$ cat src/hw/swd_pkg.sv
// Constants shared by the servo wedge decoder.
// Assumes a 250 MHz system clock; times are held in picoseconds.
package swd_pkg;
  localparam int unsigned SYS_PS    = 4000;   // System clock period
  localparam int unsigned DIGIT_PS  = 37500;  // Servo digit period
  localparam int unsigned WEDGES    = 78;     // Wedges per revolution
  localparam int unsigned SYNC_LEN  = 99;     // Gain/sync field, digits
  localparam int unsigned SYNC_MIN  = 30;     // Periodic digits to lock
  localparam int unsigned MARK_LEN  = 46;     // Mark field, digits
  localparam int unsigned MARK_WIN  = SYNC_LEN + MARK_LEN; // Search window
  localparam int unsigned TRK_BITS  = 12;     // Track number width
  localparam int unsigned TRK_LEN   = 108;    // Track field, digits
  localparam int unsigned TRK_DBIT  = TRK_LEN / TRK_BITS; // Digits per bit
  localparam int unsigned ERASE_LEN = 9;      // Erase gap, digits
  localparam int unsigned BURST_LEN = 42;     // One burst, digits
  localparam int unsigned AREA_LEN  = 144;    // Burst area, digits
  localparam int unsigned SEEK_VEL  = 20;     // Least velocity seek
  localparam int unsigned BIT_END   = 7;      // Last digit of a bit
  localparam logic [7:0]  BIT_ONE   = 8'h90;  // 1,0,0,1,0,0,0,0
  localparam logic [7:0]  BIT_ZERO  = 8'h84;  // 1,0,0,0,0,1,0,0
  localparam logic [35:0] MARK_PAT  = 36'h800200084; // 2x14 digits + zero
  localparam logic [5:0]  SYNC_PAT  = 6'h24;  // Three-digit period
  localparam logic [8:0]  FINE_MID  = 9'h100; // Fine position centre
  // Servo modes
  typedef enum logic [1:0] {
    SWD_VEL    = 2'h0,
    SWD_COARSE = 2'h1,
    SWD_FINE   = 2'h2,
    SWD_FOLLOW = 2'h3
  } swd_mode_t;
  // Wedge states, Gray ordered along the wedge
  typedef enum logic [2:0] {
    SWD_HUNT  = 3'h0,
    SWD_MARK  = 3'h1,
    SWD_INDEX = 3'h3,
    SWD_TRACK = 3'h2,
    SWD_BURST = 3'h6
  } swd_state_t;
endpackage : swd_pkg

$ cat src/hw/swd_decoder.sv
// Servo wedge decoder with read path byte packer and output FIFO.
// Assumes servo pulses and read channel pins are asynchronous and that
// burst amplitude and actuator current come from logic on sys_clk.
`timescale 1ns/1ps

// Plain FIFO, count based, valid/ready on both sides
module swd_fifo #(
  parameter int W     = 8,
  parameter int DEPTH = 32
) (
  input  wire logic         sys_clk,
  input  wire logic         rst_b,
  input  wire logic         in_valid,
  output logic              in_ready,
  input  wire logic [W-1:0] in_data,
  output logic              out_valid,
  input  wire logic         out_ready,
  output logic [W-1:0]      out_data
);
  localparam int AW = $clog2(DEPTH);
  logic [W-1:0] mem [DEPTH];       // Storage
  logic [AW-1:0] wp_ff;            // Write pointer
  logic [AW-1:0] rp_ff;            // Read pointer
  logic [AW:0]   cnt_ff;           // Fill level
  logic push;
  logic pop;
  assign in_ready  = (cnt_ff != (AW+1)'(DEPTH));
  assign out_valid = (cnt_ff != '0);
  assign out_data  = mem[rp_ff];
  assign push = in_valid & in_ready;
  assign pop  = out_valid & out_ready;
  // Storage write
  always_ff @(posedge sys_clk)
  begin
    if (push) mem[wp_ff] <= in_data;
  end
  // Pointers and level
  always_ff @(posedge sys_clk or negedge rst_b)
  begin
    if (!rst_b)
    begin
      wp_ff  <= '0;
      rp_ff  <= '0;
      cnt_ff <= '0;
    end
    else
    begin
      if (push) wp_ff <= (wp_ff == AW'(DEPTH-1)) ? '0 : wp_ff + 1'b1;
      if (pop)  rp_ff <= (rp_ff == AW'(DEPTH-1)) ? '0 : rp_ff + 1'b1;
      cnt_ff <= cnt_ff + (AW+1)'(push) - (AW+1)'(pop);
    end
  end
endmodule : swd_fifo

// Functional notes
// - Count 78 wedges per revolution.
// - Digit timing from one 37.5 ns reference.
// - Decode one and zero eight-digit patterns.
// - Fields in order sync, mark, track, bursts.
// - Lock on three-digit sync pattern.
// - Mark is two 14-digit patterns plus zero.
// - Index bit one yields index pulse.
// - Read 12-bit Gray track number.
// - Bursts in order A, B, C.
// - 42-digit bursts, 9-digit erase gaps.
// - Coarse position from track and A/B.
// - Fine position from A and C.
// - Velocity from track delta and current.
// - Mode chosen by seek length and state.
// - Decode 1,7 code, pack bytes, match ID.
// - Flag single or double burst correction.
module swd_decoder
  import swd_pkg::*;
#(
  parameter int SECT_BYTES = 512,   // Data bytes per sector
  parameter int FIFO_DEPTH = 32     // Read FIFO depth
) (
  input  wire logic                sys_clk,
  input  wire logic                rst_b,
  input  wire logic                servo_pulse,    // Raw servo pulse pin
  input  wire logic                rd_clk_pin,     // Read reference clock pin
  input  wire logic                rd_code_pin,    // Coded read bit pin
  input  wire logic                rd_gate_pin,    // Sector read frame pin
  input  wire logic [7:0]          burst_amp,      // Burst peak sample
  input  wire logic signed [9:0]   act_current,    // Actuator current
  input  wire logic [11:0]         seek_tracks,    // Seek length request
  input  wire logic                on_track,       // Firmware on-track flag
  input  wire logic                settle_fine,    // Fine settle phase
  input  wire logic [7:0]          target_id,      // Wanted sector ID
  input  wire logic                rd_ready,       // Byte sink ready
  output logic                     index_ff,       // Index pulse
  output logic                     sample_ff,      // New position pulse
  output logic                     missed_ff,      // Wedge missed pulse
  output logic [6:0]               wedge_ff,       // Wedge number
  output logic [11:0]              track_ff,       // Binary track
  output logic [20:0]              position_ff,    // Track and fraction
  output logic signed [15:0]       velocity_ff,    // Velocity estimate
  output swd_mode_t                mode_ff,        // Servo mode
  output logic                     gate_a_ff,      // Burst A gate
  output logic                     gate_b_ff,      // Burst B gate
  output logic                     gate_c_ff,      // Burst C gate
  output logic                     rd_valid_ff,    // Byte valid
  output logic [7:0]               rd_byte_ff,     // Byte
  output logic [1:0]               ecc_need_ff,    // 0 none 1 single 2 double
  output logic                     sect_done_ff,   // Sector checked pulse
  output logic                     overrun_ff      // Byte lost, sticky
);
  // Gray to binary, MSB first
  function automatic logic [11:0] g2b(input logic [11:0] g);
    logic [11:0] b;
    b[11] = g[11];
    for (int i = 10; i >= 0; i--) b[i] = b[i+1] ^ g[i];
    return b;
  endfunction : g2b

  // Three-stage pin synchronisers with agreement filter
  logic [3:0] s1_ff, s2_ff, s3_ff, filt_ff, filt_d_ff;
  always_ff @(posedge sys_clk or negedge rst_b)
  begin
    if (!rst_b)
    begin
      s1_ff     <= '0;
      s2_ff     <= '0;
      s3_ff     <= '0;
      filt_ff   <= '0;
      filt_d_ff <= '0;
    end
    else
    begin
      s1_ff     <= {rd_gate_pin, rd_code_pin, rd_clk_pin, servo_pulse};
      s2_ff     <= s1_ff;
      s3_ff     <= s2_ff;
      filt_ff   <= (s2_ff & s3_ff) | (filt_ff & (s2_ff | s3_ff));
      filt_d_ff <= filt_ff;
    end
  end
  wire pulse_edge = filt_ff[0] & ~filt_d_ff[0];

  // Digit enable from fractional picosecond accumulator
  logic [15:0] acc_ff;          // Phase within digit
  logic        digit_en_ff;     // One cycle per digit
  logic [16:0] nxt_acc;
  assign nxt_acc = {1'b0, acc_ff} + 17'(SYS_PS);
  always_ff @(posedge sys_clk or negedge rst_b)
  begin
    if (!rst_b)
    begin
      acc_ff      <= '0;
      digit_en_ff <= 1'b0;
    end
    else if (nxt_acc >= 17'(DIGIT_PS))
    begin
      acc_ff      <= 16'(nxt_acc - 17'(DIGIT_PS));
      digit_en_ff <= 1'b1;
    end
    else
    begin
      acc_ff      <= nxt_acc[15:0];
      digit_en_ff <= 1'b0;
    end
  end

  // Pulse seen within the current digit, and digit history
  logic        seen_ff;
  logic [35:0] dig_ff;
  wire         d_new = seen_ff | pulse_edge;
  wire  [35:0] win   = {dig_ff[34:0], d_new};
  always_ff @(posedge sys_clk or negedge rst_b)
  begin
    if (!rst_b)
    begin
      seen_ff <= 1'b0;
      dig_ff  <= '0;
    end
    else if (digit_en_ff)
    begin
      seen_ff <= 1'b0;
      dig_ff  <= win;
    end
    else if (pulse_edge)
      seen_ff <= 1'b1;
  end
  wire is_one  = (win[7:0] == BIT_ONE);
  wire is_zero = (win[7:0] == BIT_ZERO);
  wire sync_ok = (win[5:0] == SYNC_PAT) || (win[5:0] == (SYNC_PAT >> 1))
              || (win[5:0] == (SYNC_PAT >> 2));
  wire mark_hit = (win == MARK_PAT);

  // Wedge sequencer
  swd_state_t  st_ff;
  logic [7:0]  cnt_ff;          // Digit count within field
  logic [3:0]  bit_ff;          // Track bits taken
  logic [11:0] gray_ff;         // Gray shift register
  logic [7:0]  pk_a_ff, pk_b_ff, pk_c_ff;  // Burst peaks
  logic [11:0] prev_trk_ff;     // Previous track
  logic        fin_ff;          // Burst area complete
  wire         at_end = digit_en_ff & (cnt_ff == 8'(BIT_END));
  always_ff @(posedge sys_clk or negedge rst_b)
  begin
    if (!rst_b)
    begin
      st_ff     <= SWD_HUNT;
      cnt_ff    <= '0;
      bit_ff    <= '0;
      gray_ff   <= '0;
      index_ff  <= 1'b0;
      missed_ff <= 1'b0;
      fin_ff    <= 1'b0;
    end
    else
    begin
      index_ff  <= 1'b0;
      missed_ff <= 1'b0;
      fin_ff    <= 1'b0;
      if (digit_en_ff)
      begin
        cnt_ff <= cnt_ff + 1'b1;
        unique case (st_ff)
          SWD_HUNT:
          begin
            cnt_ff <= sync_ok ? cnt_ff + 1'b1 : '0;
            if (sync_ok && cnt_ff == 8'(SYNC_MIN))
            begin
              st_ff  <= SWD_MARK;
              cnt_ff <= '0;
            end
          end
          SWD_MARK:
          begin
            if (mark_hit)
            begin
              st_ff  <= SWD_INDEX;
              cnt_ff <= '0;
            end
            else if (cnt_ff == 8'(MARK_WIN))
            begin
              st_ff     <= SWD_HUNT;
              missed_ff <= 1'b1;
              cnt_ff    <= '0;
            end
          end
          SWD_INDEX:
          begin
            if (cnt_ff == 8'(BIT_END))
            begin
              index_ff <= is_one;
              cnt_ff   <= '0;
              bit_ff   <= '0;
              st_ff    <= (is_one | is_zero) ? SWD_TRACK : SWD_HUNT;
              missed_ff <= ~(is_one | is_zero);
            end
          end
          SWD_TRACK:
          begin
            if (cnt_ff == 8'(BIT_END))
            begin
              gray_ff <= {gray_ff[10:0], is_one};
              bit_ff  <= bit_ff + 1'b1;
              if (!(is_one | is_zero))
              begin
                st_ff     <= SWD_HUNT;
                missed_ff <= 1'b1;
                cnt_ff    <= '0;
              end
            end
            else if (cnt_ff == 8'(TRK_DBIT - 1))
            begin
              cnt_ff <= '0;
              if (bit_ff == 4'(TRK_BITS)) st_ff <= SWD_BURST;
            end
          end
          SWD_BURST:
          begin
            if (cnt_ff == 8'(AREA_LEN - 1))
            begin
              st_ff  <= SWD_HUNT;
              cnt_ff <= '0;
              fin_ff <= 1'b1;
            end
          end
          default:
          begin
            st_ff  <= SWD_HUNT;
            cnt_ff <= '0;
          end
        endcase
      end
    end
  end

  // Burst gates A, B, C between erase gaps
  localparam logic [7:0] A_ON = 8'(ERASE_LEN);
  localparam logic [7:0] B_ON = 8'(ERASE_LEN + BURST_LEN);
  localparam logic [7:0] C_ON = 8'(ERASE_LEN + 2 * BURST_LEN);
  localparam logic [7:0] C_OF = 8'(ERASE_LEN + 3 * BURST_LEN);
  wire in_b = (st_ff == SWD_BURST);
  always_ff @(posedge sys_clk or negedge rst_b)
  begin
    if (!rst_b)
    begin
      gate_a_ff <= 1'b0;
      gate_b_ff <= 1'b0;
      gate_c_ff <= 1'b0;
      pk_a_ff   <= '0;
      pk_b_ff   <= '0;
      pk_c_ff   <= '0;
    end
    else
    begin
      gate_a_ff <= in_b && cnt_ff >= A_ON && cnt_ff < B_ON;
      gate_b_ff <= in_b && cnt_ff >= B_ON && cnt_ff < C_ON;
      gate_c_ff <= in_b && cnt_ff >= C_ON && cnt_ff < C_OF;
      if (st_ff == SWD_TRACK)
      begin
        pk_a_ff <= '0;
        pk_b_ff <= '0;
        pk_c_ff <= '0;
      end
      if (gate_a_ff && burst_amp > pk_a_ff) pk_a_ff <= burst_amp;
      if (gate_b_ff && burst_amp > pk_b_ff) pk_b_ff <= burst_amp;
      if (gate_c_ff && burst_amp > pk_c_ff) pk_c_ff <= burst_amp;
    end
  end

  // Position, velocity, wedge count and mode
  wire [11:0] trk_new = g2b(gray_ff);
  wire [8:0]  fine    = 9'(FINE_MID + {1'b0, pk_a_ff} - {1'b0, pk_c_ff});
  wire [7:0]  coarse  = trk_new[0] ? pk_a_ff : pk_b_ff;
  wire signed [15:0] dtrk = 16'(signed'({1'b0, trk_new}) - signed'({1'b0, prev_trk_ff}));
  always_ff @(posedge sys_clk or negedge rst_b)
  begin
    if (!rst_b)
    begin
      sample_ff   <= 1'b0;
      wedge_ff    <= '0;
      track_ff    <= '0;
      prev_trk_ff <= '0;
      position_ff <= '0;
      velocity_ff <= '0;
      mode_ff     <= SWD_FOLLOW;
    end
    else
    begin
      sample_ff <= fin_ff;
      if (on_track) mode_ff <= SWD_FOLLOW;
      else if (seek_tracks >= 12'(SEEK_VEL)) mode_ff <= SWD_VEL;
      else mode_ff <= settle_fine ? SWD_FINE : SWD_COARSE;
      if (index_ff) wedge_ff <= '0;
      else if (fin_ff)
        wedge_ff <= (wedge_ff == 7'(WEDGES - 1)) ? '0 : wedge_ff + 1'b1;
      if (fin_ff)
      begin
        track_ff    <= trk_new;
        prev_trk_ff <= trk_new;
        if (mode_ff == SWD_VEL || mode_ff == SWD_COARSE)
          position_ff <= {track_ff[11:0] ^ track_ff ^ trk_new, coarse, 1'b0};
        else
          position_ff <= {trk_new, fine};
        velocity_ff <= (dtrk <<< 8) + 16'(act_current);
      end
    end
  end

  // Read path: 1,7 code triplets to bit pairs, then bytes
  logic [2:0] code_ff;          // Code shift
  logic [1:0] cph_ff;           // Code phase
  logic [7:0] sh_ff;            // Byte shift
  logic [1:0] pr_ff;            // Pairs in byte
  logic [9:0] nb_ff;            // Bytes in sector
  logic       match_ff;         // ID matched
  logic [7:0] syn_e_ff, syn_o_ff; // Interleaved syndromes
  logic       push;
  logic [7:0] wr_byte_ff;       // Byte being pushed into the FIFO
  logic       fifo_rdy;
  logic [1:0] pair;
  wire clk_edge  = filt_ff[1] & ~filt_d_ff[1];
  wire gate_rise = filt_ff[3] & ~filt_d_ff[3];
  wire [2:0] trip = {code_ff[1:0], filt_ff[2]};
  always_comb
  begin
    unique case (trip)
      3'h5:    pair = 2'h0;
      3'h4:    pair = 2'h1;
      3'h1:    pair = 2'h2;
      default: pair = 2'h3;
    endcase
  end
  wire byte_done = clk_edge && cph_ff == 2'h2 && pr_ff == 2'h3;
  wire [7:0] nbyte = {sh_ff[5:0], pair};
  // Syndromes including the byte now completing, for the final verdict
  wire [7:0] syn_e_nx = nb_ff[0] ? syn_e_ff ^ nbyte : syn_e_ff;
  wire [7:0] syn_o_nx = nb_ff[0] ? syn_o_ff : syn_o_ff ^ nbyte;
  always_ff @(posedge sys_clk or negedge rst_b)
  begin
    if (!rst_b)
    begin
      code_ff <= '0; cph_ff <= '0; sh_ff <= '0; pr_ff <= '0;
      nb_ff <= '0; match_ff <= 1'b0; syn_e_ff <= '0; syn_o_ff <= '0;
      push <= 1'b0; wr_byte_ff <= '0; ecc_need_ff <= '0;
      sect_done_ff <= 1'b0; overrun_ff <= 1'b0;
    end
    else
    begin
      push         <= 1'b0;
      sect_done_ff <= 1'b0;
      if (push && !fifo_rdy) overrun_ff <= 1'b1;
      if (gate_rise)
      begin
        cph_ff <= '0; pr_ff <= '0; nb_ff <= '0;
        syn_e_ff <= '0; syn_o_ff <= '0; match_ff <= 1'b0;
      end
      else if (clk_edge && filt_ff[3])
      begin
        code_ff <= trip;
        cph_ff  <= (cph_ff == 2'h2) ? 2'h0 : cph_ff + 1'b1;
        if (cph_ff == 2'h2)
        begin
          sh_ff <= nbyte;
          pr_ff <= pr_ff + 1'b1;
        end
        if (byte_done)
        begin
          nb_ff <= nb_ff + 1'b1;
          if (nb_ff == '0) match_ff <= (nbyte == target_id);
          else
          begin
            if (nb_ff[0]) syn_e_ff <= syn_e_ff ^ nbyte;
            else syn_o_ff <= syn_o_ff ^ nbyte;
            if (match_ff && nb_ff <= 10'(SECT_BYTES))
            begin
              push       <= 1'b1;
              wr_byte_ff <= nbyte;
            end
          end
          if (nb_ff == 10'(SECT_BYTES + 2) && match_ff)
          begin
            sect_done_ff <= 1'b1;
            ecc_need_ff  <= 2'(syn_e_nx != '0) + 2'(syn_o_nx != '0);
          end
        end
      end
    end
  end

  // Output FIFO; ready feeds the overrun flag
  logic       f_valid;
  logic [7:0] f_data;
  swd_fifo #(.W(8), .DEPTH(FIFO_DEPTH)) u_fifo (
    .sys_clk  (sys_clk),
    .rst_b    (rst_b),
    .in_valid (push),
    .in_ready (fifo_rdy),
    .in_data  (wr_byte_ff),
    .out_valid(f_valid),
    .out_ready(rd_ready & ~rd_valid_ff),
    .out_data (f_data)
  );
  // Pop one byte into the output register, one pulse per byte
  always_ff @(posedge sys_clk or negedge rst_b)
  begin
    if (!rst_b)
    begin
      rd_valid_ff <= 1'b0;
      rd_byte_ff  <= '0;
    end
    else
    begin
      rd_valid_ff <= f_valid & rd_ready & ~rd_valid_ff;
      if (f_valid & rd_ready & ~rd_valid_ff) rd_byte_ff <= f_data;
    end
  end
endmodule : swd_decoder

$ cat config.mk
export PLATFORM = sky130hd
export DESIGN_NAME = swd_decoder
export DESIGN_NICKNAME = d
export VERILOG_FILES = /design/src/hw/swd_pkg.sv /design/src/hw/swd_decoder.sv
export SDC_FILE = /design/constraint.sdc
export NUM_CORES = 1
export LEC_CHECK = 0
export BUFFER_PORTS_ARGS = -buffer_cell sky130_fd_sc_hd__buf_2
export CAP_MARGIN = 20
export CORE_MARGIN = 5
export CORE_UTILIZATION = 37
export CTS_CLUSTER_DIAMETER = 50
export DETAILED_ROUTE_END_ITERATION = 10
export PLACE_DENSITY_LB_ADDON = 0.15
export SETUP_SLACK_MARGIN = 0.4
export SLEW_MARGIN = 20
export SYNTH_ARGS = -nofsm -noshare
export SYNTH_HDL_FRONTEND = slang
export SYNTH_SLANG_ARGS = --single-unit
$ cat constraint.sdc
create_clock -name sys_clk -period 6.25 [get_ports sys_clk]
set_clock_uncertainty 0.1 [all_clocks]
set_input_delay 0.9375 -clock sys_clk [delete_from_list [all_inputs] [get_ports sys_clk]]
set_output_delay 0.9375 -clock sys_clk [all_outputs]
set_load 0.05 [all_outputs]
Word level (Yosys, flattened, before mapping):

Memory sizes are Yosys's and may differ from the RTL's. A register that Yosys moved wholly into a read port is not among the register bits.
Cells that the tools add are included.

* logic and storage cells: 286
* output and inout port bits: 77
* register bits after elaboration: 258
* memories: 1
* input port bits: 47
* bits in writable memories: 256

Memory list
* u_fifo.mem: depth 32, bits a word 8, rd ports 1, clocked after memory_dff 1, wr ports 1, RTL line swd_decoder.sv:21 `logic [W-1:0] mem [DEPTH];`

* reduce and logical (&&, ||, !) cells: 48
* add/subtract/negate cells: 17
* equal/unequal tests: 37
* order comparisons: 12
* multiplexer cells: 90
* bitwise gates (word level): 36

Operators with widths (count)
* $mux 8: 24
* $pmux 8 s5: 1
* $eq 36x36->1 const B: 1
* $eq 8x8->1 const B: 4
* $mux 1: 30
* $mux 10: 3
* $mux 3: 9
* $gt 8x8->1: 3
* $xor 12x12->12: 2
* $mux 21: 1
* $mux 7: 3
* $mux 2: 10
* $reduce_bool 2->1: 10
* $add 16x12->17 const B: 1
* $ge 17x16->1 const B: 1
* $add 16x10->16: 1
* $logic_and 1x1->1: 16
* $mux 16: 1
* $reduce_bool 8->1: 2
* $sub 16x16->16 const B: 1
* $xor 8x8->8: 2
* $pmux 3 s5: 1
* $ge 12x5->1 const B: 1
* $ne 3x3->1 const B: 4
* 60 further kinds: 108

Depth between registers and ports, before layout:

Gate-level depths: netlist of run 1.

* depth in word-level cells: 13
* depth in mapped cells: 19
* gate-level depth less buffers: 19

By module:

A second synthesis of run 1 with hierarchy kept.

* cells, all modules: 1853
* area, all modules: 23829.1 µm²

Modules (own cells, without submodules)
* swd_decoder: seq. area each 5883.1 µm², times used 1, cells each 1317, area each 12992.5 µm²
* swd_fifo: seq. area each 8087.8 µm², times used 1, cells each 536, area each 10836.6 µm²

Worst setup path after synthesis of run 1:

Ideal clock, no wire load.

* path kind: register -> register
* from: register gray_ff[10]
* to: register velocity_ff[15]
* arrival time: 4143 ps
* required time: 6073 ps
* clock period less this slack: 4321 ps
* library setup time: 77 ps
* path slack: 1929 ps
* stages on the path, launching flop included: 19
* buffers on the path: 0
* cell sequence: dfrtp_1 -> xnor2_2 -> xnor3_1 -> xnor2_4 -> inv_4 -> xnor2_2 -> xnor2_2 -> ha_1 -> fa_1 -> inv_1 -> ha_1 -> a21o_1 -> a21oi_1 -> o21bai_1 -> a21oi_1 -> o21bai_1 -> a21oi_1 -> xnor3_1 -> a21oi_1

* cells in the longest elaborated chain, start to end: 13

RTL lines
* from (decl): RTL line swd_decoder.sv:193 `logic [11:0] gray_ff;`
* from (signal assigned): RTL line swd_decoder.sv:257 `gray_ff <= {gray_ff[10:0], is_one};`
* $xor 1x1->1 (*) (4 in series): RTL line swd_decoder.sv:112 `for (int i = 10; i >= 0; i--) b[i] = b[i+1] ^ g[i];`
* $xor 1x1->1 (7 in series): RTL line swd_decoder.sv:112
* $sub 8x8->8 (*): RTL line swd_decoder.sv:329 `wire signed [15:0] dtrk = 16'(signed'({1'b0, trk_new}) - signed'({1'b0, prev_trk_ff}));`
* $add 16x10->16 (*): RTL line swd_decoder.sv:359 `velocity_ff <= (dtrk <<< 8) + 16'(act_current);`
* to (signal assigned): RTL line swd_decoder.sv:359
* to (decl): RTL line swd_decoder.sv:97 `output logic signed [15:0] velocity_ff,`

Mark *: on every way between the ends. The rest lies on a longest branch, timed or not.
A chain may end at the register's enable or synchronous reset.

Final worst setup path of run 1:

Same ends and word-level chain as after synthesis.

==> flow_summary.yaml, run 1 <==
setup_path:
  path_class: "flip-flop to flip-flop"
  crit_top_cell: "a21oi_1"
  cp_slowest_cell: "xnor3_1"
  critPathTopFamily: "XOR/XNOR gates"
  worstPathMaxFanout: 17
  rr_startpoint: "gray_ff[10]$_DFFE_PN0P_"
  cp-start-kind: "flip-flop"
  crit_arrival_ns: 5.34
  r2r_end: "velocity_ff[15]$_DFFE_PN0P_"
  r2r_cells: 18
  required_ns: 6.67
  end_kind: "flip-flop"
  critPathBufInv: 2
  slowest_delay_ns: 0.50
  r2r_setup_slack_ns: 1.33
  crit_chain: "xnor2_2, xnor3_1, xnor2_4, inv_4, xnor2_2, xnor2_2, ha_1, fa_1, inv_1, ha_1, a21o_1, a21oi_1, o21bai_1, a21oi_1, o21bai_1, a21oi_1, xnor3_1, a21oi_1"
global_routing:
  grt-ovfl-total: 0
  use_met2_pct: 24.4
  busiest_layer: "met2"
  grt_pass1_wl_mm: 85.7
  track_usage_pct: 15.4
  antenna_found_initial: 0
  grtUsageMet3_pct: 3.07
  grt_pass1_vias: 14800
  grt_max_degree: 157
  gr-usage-met1_pct: 21.9
route:
  drcViolationCount: 0
  via_count: 14800
  drt_pass1_iterations: 7
  antenna_left: 0
  viasPerCell: 5.16
  wl_per_cell_um: 18.9
  totalWireLength_mm: 54.1
  initialDrtViolationCount: 1033
synth:
  synth_area_mm2: 0.0238
  synth.top_cell.area_share_pct: 32.3
  synth_nets: 1968
  synth_edf_count: 256
  ys_seq_area_share_pct: 58.7
  synth_area_leaders: "edfxtp_1 32%, dfrtp_1 26%, mux4_2 7.6%, ha_1 4.1%, mux2_2 3.7%"
  synth_seq_cells: 507
  ys_types: 85
  async_reset_ff_share_pct: 49.5
  yosys.area.top_type: "edfxtp_1"
  synth.avg_cell_area_um2: 12.9
  yosys_warnings: 0
  synthFlopType: "edfxtp_1"
  synthCells: 1839
cts:
  clock_sinks: 507
  cts_resized: 0
  ctsHtreeMaxLevel: 3
  cts-buffers-inserted: 69
  cts_tree: "done"
  path_clk_slew_ns: 0.05
  root_buffer: "clkbuf_16"
  clkLatencyLatePin_ns: 0.59
  cts_buffer_depth: 3
  hold_buffers: 0
  post_cts_buffers: 0
timing:
  finalHoldViolCount: 0
  finalSetupViolations: 0
  min_period_ns: 4.92
  finalSetupTns_ns: 0
  slew_headroom_pct: 29.0
  fin_crit_sh_pct: 78.8
  fin_ws_ns: 1.33
  worst_pin_slew_ns: 1.06
  slew_violations: 0
  fmax_mhz: 203
  rsz0062_at_grt: "no"
layout:
  fin_area_mm2: 0.0274
  instances_no_fill: 2858
  syn_to_final_growth_pct: 15.2
  layout.nets: 2079
  final_layout_size_suffix_gt1_share_pct: 21.4
  antenna-diode-count: 0
die:
  fp.dieArea_mm2: 0.0695
  start_util_pct: 37.1
  die_height_um: 264
  io_pins: 124
  core_mm2: 0.0641
  die_w_um: 264
  rows: 93
placement:
  dp.cells: 2734
  preCtsSetupSlack_ns: 1.28
  placed_cell_area_mm2: 0.0252
  hpwl_mm: 35.4
  gp_congestion: 0.803
  io_buffers: 121
pwr:
  peakVddDrop_v: 0.000226
  p_total_uw: 8430
  p_leak_uw: 0.0113
  power_density_mw_per_mm2: 307
job:
  drv_cap: 0
hold_path:
  worstHoldPathType: "primary input to async pin"
run_status:
  outcome: "finished clean"
registers in the layout (all words and copies together) (netlist names), 5 cells and up:
signal,flops
u_fifo.mem,256
dig_ff,35
position_ff,21
velocity_ff,16
acc_ff,14
gray_ff,12
nb_ff,10
cnt_ff,8
pk_a_ff,8
pk_b_ff,8
pk_c_ff,8
rd_byte_ff,8
syn_e_ff,8
syn_o_ff,8
wr_byte_ff,8
wedge_ff,7
sh_ff,6
u_fifo.cnt_ff,6
u_fifo.rp_ff,5
u_fifo.wp_ff,5
placed cells by master, fill, tap and decap left out, types with 34 or more instances in the layout:
| cell type | count |
|---|---|
| inv_1 | 76 |
| edfxtp_1 | 256 |
| clkbuf_16 | 73 |
| o21ai_0 | 109 |
| a21oi_1 | 53 |
| nand2_1 | 182 |
| xor2_1 | 47 |
| xnor2_1 | 45 |
| buf_2 | 120 |
| nor2_1 | 136 |
| dfrtp_1 | 238 |
| mux4_2 | 80 |
| nand3_1 | 34 |
| ha_1 | 78 |
| mux2_2 | 78 |
synthesized netlist by cell type, types with 7 or more instances:
master and count:
edfxtp_1 256, dfrtp_1 249, nand2_1 182, nor2_1 137
o21ai_0 109, mux4_2 80, ha_1 78, mux2_2 78
inv_1 76, clkbuf_1 59, a21oi_1 54, xor2_1 47
xnor2_1 45, nand3_1 34, nand4_1 30, nor3_1 30
a31oi_1 22, nor2b_1 20, nand2b_1 19, nor4_1 18
buf_4 15, a21o_1 14, buf_1 10, o31ai_1 10
and3_1 9, mux2i_1 8, nand3b_1 7, o22ai_1 7
power by group:
group          switching [uW]  internal (uW)  leakage (uW)
clock network            1480           2370       0.00109
registers                 204           3570       0.00574
logic                     437            365       0.00447
total                    2120           6310        0.0113
worst max path at each step:
| stage | startpoint | cells after the start | end | slack, ns |
|---|---|---|---|---|
| after floorplan | gray_ff[10]$_DFFE_PN0P_ | 18 | velocity_ff[15]$_DFFE_PN0P_ | 1.93 |
| after global placement | gray_ff[10]$_DFFE_PN0P_ | 18 | velocity_ff[15]$_DFFE_PN0P_ | 1.34 |
| after detailed placement | gray_ff[10]$_DFFE_PN0P_ | 18 | velocity_ff[15]$_DFFE_PN0P_ | 1.28 |
| after CTS | gray_ff[10]$_DFFE_PN0P_ | 18 | velocity_ff[15]$_DFFE_PN0P_ | 1.28 |
| after global routing | gray_ff[10]$_DFFE_PN0P_ | 18 | velocity_ff[15]$_DFFE_PN0P_ | 1.0 |
| final | gray_ff[10]$_DFFE_PN0P_ | 18 | velocity_ff[15]$_DFFE_PN0P_ | 1.33 |
metal layers:
layer,vias to the layer above,wire length [um]
li1,6991,-
met2,265,25500
met1,7420,25100
met3,78,2450
met4,0,986
met5,-,0
area by class of cell:
type	count	area, um^2
inverters	79	299
fillers	5837	36700
flip-flops and latches	507	14000
well taps	855	1070
repair buffers	132	711
clock buffers	96	1950
multi-input cells	1161	9100
clock inverters	28	304
cell families (layout without fill, tap and decap cells):
family,after synthesis,count (layout),synth area share (%)
AO/OA/AOI/OAI,282,282,7.49
XOR/XNOR,100,100,4.03
adder cells (fa/ha/maj),86,86,4.60
buffers and inverters,171,335,3.09
flip-flops,507,507,58.7
multiplexers,166,166,11.6
AND/OR/NAND/NOR,527,527,10.5
through the flow:
step                hold slack (ns)  util (%)
floorplan                     0.231         -
global placement              0.234      39.2
detailed placement            0.239      39.2
CTS                           0.116      42.8
global route                  0.139      42.8
finish                        0.137      42.8
worst reg2reg max path: stages (launching register included):
cell,delay [ns]
dfrtp_1,0.40
xnor2_2,0.30
xnor3_1,0.50
xnor2_4,0.40
inv_4,0.18
xnor2_2,0.20
xnor2_2,0.41
ha_1,0.28
fa_1,0.42
inv_1,0.10
ha_1,0.23
a21o_1,0.15
a21oi_1,0.22
o21bai_1,0.10
a21oi_1,0.23
o21bai_1,0.09
a21oi_1,0.17
xnor3_1,0.23
a21oi_1,0.14
Power figures use the tool's default switching activity.
==> inputs of run 2 (changes only) <==
==> constraint.sdc (replaced) <==
create_clock -name sys_clk -period 4.7 [get_ports sys_clk]
set_clock_uncertainty 0.1 [all_clocks]
set_input_delay 0.705 -clock sys_clk [delete_from_list [all_inputs] [get_ports sys_clk]]
set_output_delay 0.705 -clock sys_clk [all_outputs]
set_load 0.05 [all_outputs]
==> run 2 against run 1 <==
  * Sequential power rose by 32%
  * Utilization rose by 0.58 points
  * Register-to-register slack got worse by 0.73 ns
  * Clock power rose by 39%
  * Critical path depth fell by 1
  * Critical path type unchanged
==> flow_summary.yaml, run 2 (synthesis gave the netlist of run 1 again) <==
run_status:
  outcome: "finished clean"
timing:
  slew_violations: 0
  worst_pin_slew_ns: 1.11
  finalSetupTns_ns: 0
  min_period_ns: 4.11
  fmax_mhz: 243
  finalHoldViolCount: 0
  rsz0062_at_grt: "yes"
  hold_ws_ns: 0.00118
  finalSetupViolations: 0
  slew_headroom_pct: 25.3
  fin_crit_sh_pct: 87.4
die:
  io_pins: 124
  die_w_um: 264
  rows: 93
  core_mm2: 0.0641
  fp.dieArea_mm2: 0.0695
  start_util_pct: 37.1
  die_height_um: 264
cts:
  clkLatencyLatePin_ns: 0.60
  clock_sinks: 507
  cts-buffers-inserted: 69
  cts_tree: "done"
  ctsHtreeMaxLevel: 3
  path_clk_slew_ns: 0.05
  root_buffer: "clkbuf_16"
  cts_buffer_depth: 3
route:
  drt_pass1_iterations: 6
  wl_per_cell_um: 18.6
  drcViolationCount: 0
  totalWireLength_mm: 53.7
  via_count: 14800
  antenna_left: 0
  initialDrtViolationCount: 872
  viasPerCell: 5.14
setup_path:
  crit_arrival_ns: 4.48
  rr_startpoint: "gray_ff[9]$_DFFE_PN0P_"
  cp-start-kind: "flip-flop"
  path_class: "flip-flop to flip-flop"
  crit_start: "gray_ff[9]$_DFFE_PN0P_"
  end_kind: "flip-flop"
  worstPathMaxFanout: 4
  required_ns: 5.07
placement:
  hpwl_mm: 35.5
  gp_congestion: 0.808
  io_buffers: 121
  placed_cell_area_mm2: 0.0253
pwr:
  p_leak_uw: 0.0113
  power_density_mw_per_mm2: 413
  netSwitchingFraction_pct: 25.1
  power.switching_uw: 2890
  seqPwrFrac_pct: 43.3
  peakVddDrop_v: 0.000250
  intPower_uw: 8610
  power_frac_clock_pct: 46.7
  pwr-share-comb_pct: 9.9
layout:
  syn_to_final_growth_pct: 16.8
  regMostFlops: "u_fifo.mem"
  antenna-diode-count: 0
  layout.nets: 2101
  reg_top3: "u_fifo.mem (256), dig_ff (35), position_ff (21)"
  final_common_cell: "edfxtp_1"
  final_layout_size_suffix_gt1_share_pct: 23.2
  layout_common_cells: "256 x edfxtp_1, 237 x dfrtp_1, 182 x nand2_1"
  fin_area_mm2: 0.0278
  largest_reg_flops: 256
global_routing:
  track_usage_pct: 15.4
  antenna_found_initial: 1
  grt_pass1_wl_mm: 86.0
  grt_max_degree: 96
  grt_pass1_vias: 15000
  grt-ovfl-total: 0
job:
  drv_cap: 0
hold_path:
  worstHoldPathType: "primary input to async pin"
-- run 2: final timing paths --
check | cells past startpoint | endpoint | slack (ns)
setup / recovery | 17 | velocity_ff[14]$_DFFE_PN0P_ | 0.59
hold / removal | 1 | velocity_ff[3]$_DFFE_PN0P_ | 0.001
setup reg to reg | 17 | velocity_ff[14]$_DFFE_PN0P_ | 0.59
hold reg to reg | 0 | s2_ff[0]$_DFF_PN0_ | 0.25
max in group asynchronous | 2 | u_fifo.rp_ff[0]$_DFFE_PN0P_ | 3.35
min in group sys_clk | 1 | s1_ff[0]$_DFF_PN0_ | 0.11
-- run 2: final cells by class --
type,instances,area [um^2]
Fill cell,5874,36300
Sequential cell,507,14000
Multi-Input combinational cell,1161,9160
Clock buffer,92,1910
Tap cell,855,1070
Timing Repair Buffer,154,881
Clock inverter,36,499
Inverter,79,299
-- run 2: power by group through the flow --
stage               clock, uW  sequential, uW  combinational [uW]
CTS                      5530            4990                1180
global route             5730            5010                1260
finish                   5370            4980                1140
global placement            0            5070                1150
floorplan                   0            4970                 880
detailed placement          0            5070                1170
-- run 2: what timing repair did --
item / in CTS / in global routing
endpoints found under the setup margin: 3 / 2
pin swaps: 2 / 14
setup buffers: 3 / 3
resized for setup: 2 / 9
hold buffers: 0 / 0
-- run 2: metal layers --
metal / wire length, um / part of all wire [%] / track usage (%) / vias up
met5: 0 / 0 / 0 / -
met4: 915 / 1.7 / 4.29 / 0
met3: 2650 / 4.9 / 3.06 / 65
met2: 24900 / 46 / 24.1 / 305
met1: 25200 / 47 / 22.0 / 7403
li1: - / - / - / 7056
-- run 2: through the flow --
step / total power, uW / worst slack (ns) / util, % / cells
after CTS: 11700 / 0.423 / 43.2 / 2880
after floorplan: 5850 / 0.447 / - / 1839
final: 11500 / 0.592 / 43.4 / 2884
after global placement: 6220 / 0.161 / 39.4 / 2748
after detailed placement: 6250 / 0.0691 / 39.4 / 2749
after global routing: 12000 / 0.339 / 43.4 / 2884
-- run 2: critical path, stage by stage (launching register included) --
cell,delay [ns]
dfrtp_2,0.44
xor2_2,0.20
xnor3_2,0.43
xnor2_4,0.26
xnor2_2,0.13
xnor2_2,0.26
xor2_2,0.20
inv_1,0.07
fa_1,0.49
inv_2,0.06
fa_1,0.42
a21oi_1,0.20
o21bai_2,0.09
a21oi_1,0.14
nor2_1,0.05
nor2_1,0.11
xnor2_1,0.08
mux2_2,0.25
==> inputs of run 3 (changes only) <==
--- a/config.mk
+++ b/config.mk
@@ -11,7 +11,7 @@
 export CORE_UTILIZATION = 37
 export CTS_CLUSTER_DIAMETER = 50
 export DETAILED_ROUTE_END_ITERATION = 10
-export PLACE_DENSITY_LB_ADDON = 0.15
+export PLACE_DENSITY = 0.55
 export SETUP_SLACK_MARGIN = 0.4
 export SLEW_MARGIN = 20
 export SYNTH_ARGS = -nofsm -noshare
==> run 3 against run 2 <==
  * Setup slack gained 0.00078 ns
  * Sequential share of layout area grew 0.46 points
  * Final cell count shrank 0.55%
  * Maximum frequency is essentially flat
  * Non-clock buffer count shrank 3
  * Sequential power grew 0.8%
  * Largest cell class unchanged
  * Highest routed layer is now met5
==> flow_summary.yaml, run 3 (synthesis gave the netlist of run 1 again) <==
run_status:
  outcome: "finished clean"
global_routing:
  grt_pass1_vias: 14900
  grt_pass1_wl_mm: 83.6
  antenna_found_initial: 5
  grt_max_degree: 112
  track_usage_pct: 14.7
  grt-ovfl-total: 0
timing:
  finalHoldViolCount: 0
  slew_violations: 0
  fmax_mhz: 243
  rsz0062_at_grt: "yes"
  slew_headroom_pct: 29.7
  worst_pin_slew_ns: 1.05
  min_period_ns: 4.11
  finalSetupTns_ns: 0
  hold_ws_ns: 0.00224
  fin_crit_sh_pct: 87.4
  finalSetupViolations: 0
setup_path:
  cp-start-kind: "flip-flop"
  r2r_setup_slack_ns: 0.59
  r2r_cells: 18
  path_class: "flip-flop to flip-flop"
  required_ns: 5.17
  crit_arrival_ns: 4.58
  end_kind: "flip-flop"
  worstPathMaxFanout: 4
die:
  io_pins: 124
  die_height_um: 264
  rows: 93
  start_util_pct: 37.1
  core_mm2: 0.0641
  die_w_um: 264
  fp.dieArea_mm2: 0.0695
cts:
  cts-buffers-inserted: 60
  cts_buffer_depth: 3
  path_clk_slew_ns: 0.06
  hold_buffers: 0
  clkLatencyLatePin_ns: 0.64
  clock_sinks: 507
  root_buffer: "clkbuf_16"
  cts_tree: "done"
  ctsHtreeMaxLevel: 2
route:
  drcViolationCount: 0
  antenna_left: 0
  drt_pass1_iterations: 5
  viasPerCell: 5.16
  initialDrtViolationCount: 940
  wl_per_cell_um: 18.1
  via_count: 14800
  totalWireLength_mm: 52.0
job:
  drv_cap: 0
layout:
  regMostFlops: "u_fifo.mem"
  final_layout_size_suffix_gt1_share_pct: 22.8
  reg_top3: "u_fifo.mem (256), dig_ff (35), position_ff (21)"
  fillers: 5810
  layout.nets: 2089
  largest_reg_flops: 256
  final_common_cell: "edfxtp_1"
  syn_to_final_growth_pct: 15.7
  layout_common_cells: "256 x edfxtp_1, 236 x dfrtp_1, 182 x nand2_1"
placement:
  hpwl_mm: 34.2
  io_buffers: 121
  gp_congestion: 0.790
pwr:
  peakVddDrop_v: 0.000239
  p_leak_uw: 0.0112
  p_total_uw: 11000
  power_density_mw_per_mm2: 398
hold_path:
  worstHoldPathType: "primary input to async pin"
[run 3: changes by cell type in the layout (fill, tap and decap cells not counted), moves of 2 or more]
| cell | previous run | this run |
|---|---|---|
| clkbuf_1 | 16 | 8 |
| clkinv_2 | 5 | 9 |
| buf_12 | 1 | 4 |
| clkinvlp_4 | 6 | 1 |
| inv_8 | 0 | 3 |
| clkinv_1 | 3 | 9 |
| clkbuf_16 | 71 | 60 |
| buf_4 | 30 | 25 |
| clkinv_16 | 0 | 2 |
| clkinv_8 | 3 | 0 |
[run 3: critical path, stage by stage (launching register included)]
cell      delay [ns]
dfrtp_1         0.42
xor2_2          0.21
xnor3_2         0.42
xnor2_4         0.26
buf_6           0.14
inv_4           0.04
xnor2_4         0.13
xnor2_2         0.15
ha_2            0.21
fa_1            0.43
xnor2_1         0.15
ha_1            0.33
a21oi_2         0.19
o21bai_1        0.10
a21oi_2         0.16
o21bai_1        0.09
a21oi_1         0.15
xnor3_1         0.24
a21oi_2         0.12
[run 3: path summary, 6_finish.rpt]
kind,from,end
max in group asynchronous,rst_b,wr_byte_ff[3]$_DFFE_PN0P_
setup reg to reg,gray_ff[8]$_DFFE_PN0P_,velocity_ff[15]$_DFFE_PN0P_
hold reg to reg,s1_ff[1]$_DFF_PN0_,s2_ff[1]$_DFF_PN0_
min in group sys_clk,rd_gate_pin,s1_ff[3]$_DFF_PN0_
hold / removal,rst_b,velocity_ff[2]$_DFFE_PN0P_
setup / recovery,gray_ff[8]$_DFFE_PN0P_,velocity_ff[15]$_DFFE_PN0P_
[run 3: layout make-up]
type	instances	area [um^2]	share of cell area, %
Tap cell	855	1070	3.88
Sequential cell	507	14000	50.8
Clock buffer	73	1600	5.81
Multi-Input combinational cell	1161	9170	33.3
Antenna cell	1	2.50	0.00908
Clock inverter	41	520	1.89
Inverter	79	299	1.09
Timing Repair Buffer	151	895	3.25
[run 3: timing repair]
item,CTS,global route
setup buffers,3,7
gates resized for setup,1,14
hold endpoints to repair,0,0
endpoints found under the setup margin,3,2
pin swaps,2,19
[run 3: power by group]
| group | internal [uW] | leakage, uW | switching [uW] | total, uW |
|---|---|---|---|---|
| logic | 512 | 0.00455 | 578 | 1090 |
| registers | 4750 | 0.00559 | 272 | 5020 |
| clock network | 2910 | 0.00104 | 1930 | 4840 |
| total | 8170 | 0.0112 | 2780 | 11000 |
[run 3: routing by layer]
layer,routed length (um),vias to the layer above,GRT usage (%)
met2,25100,267,24.3
met1,23500,7431,20.4
met3,2420,78,2.67
li1,-,7016,-
met5,23,-,0
met4,999,4,3.51
[run 3: per-stage QoR]
| stage | utilization (%) | instances | instance area [um^2] | worst slack [ns] |
|---|---|---|---|---|
| 4_1_cts | 42.8 | 2860 | 27400 | 0.408 |
| 5_1_grt | 43.0 | 2868 | 27500 | 0.350 |
| 6_report | 43.0 | 2868 | 27500 | 0.593 |
| 2_1_floorplan | - | 1839 | 23800 | 0.447 |
| 3_3_place_gp | 39.4 | 2743 | 25300 | 0.159 |
| 3_5_place_dp | 39.4 | 2743 | 25300 | 0.0864 |
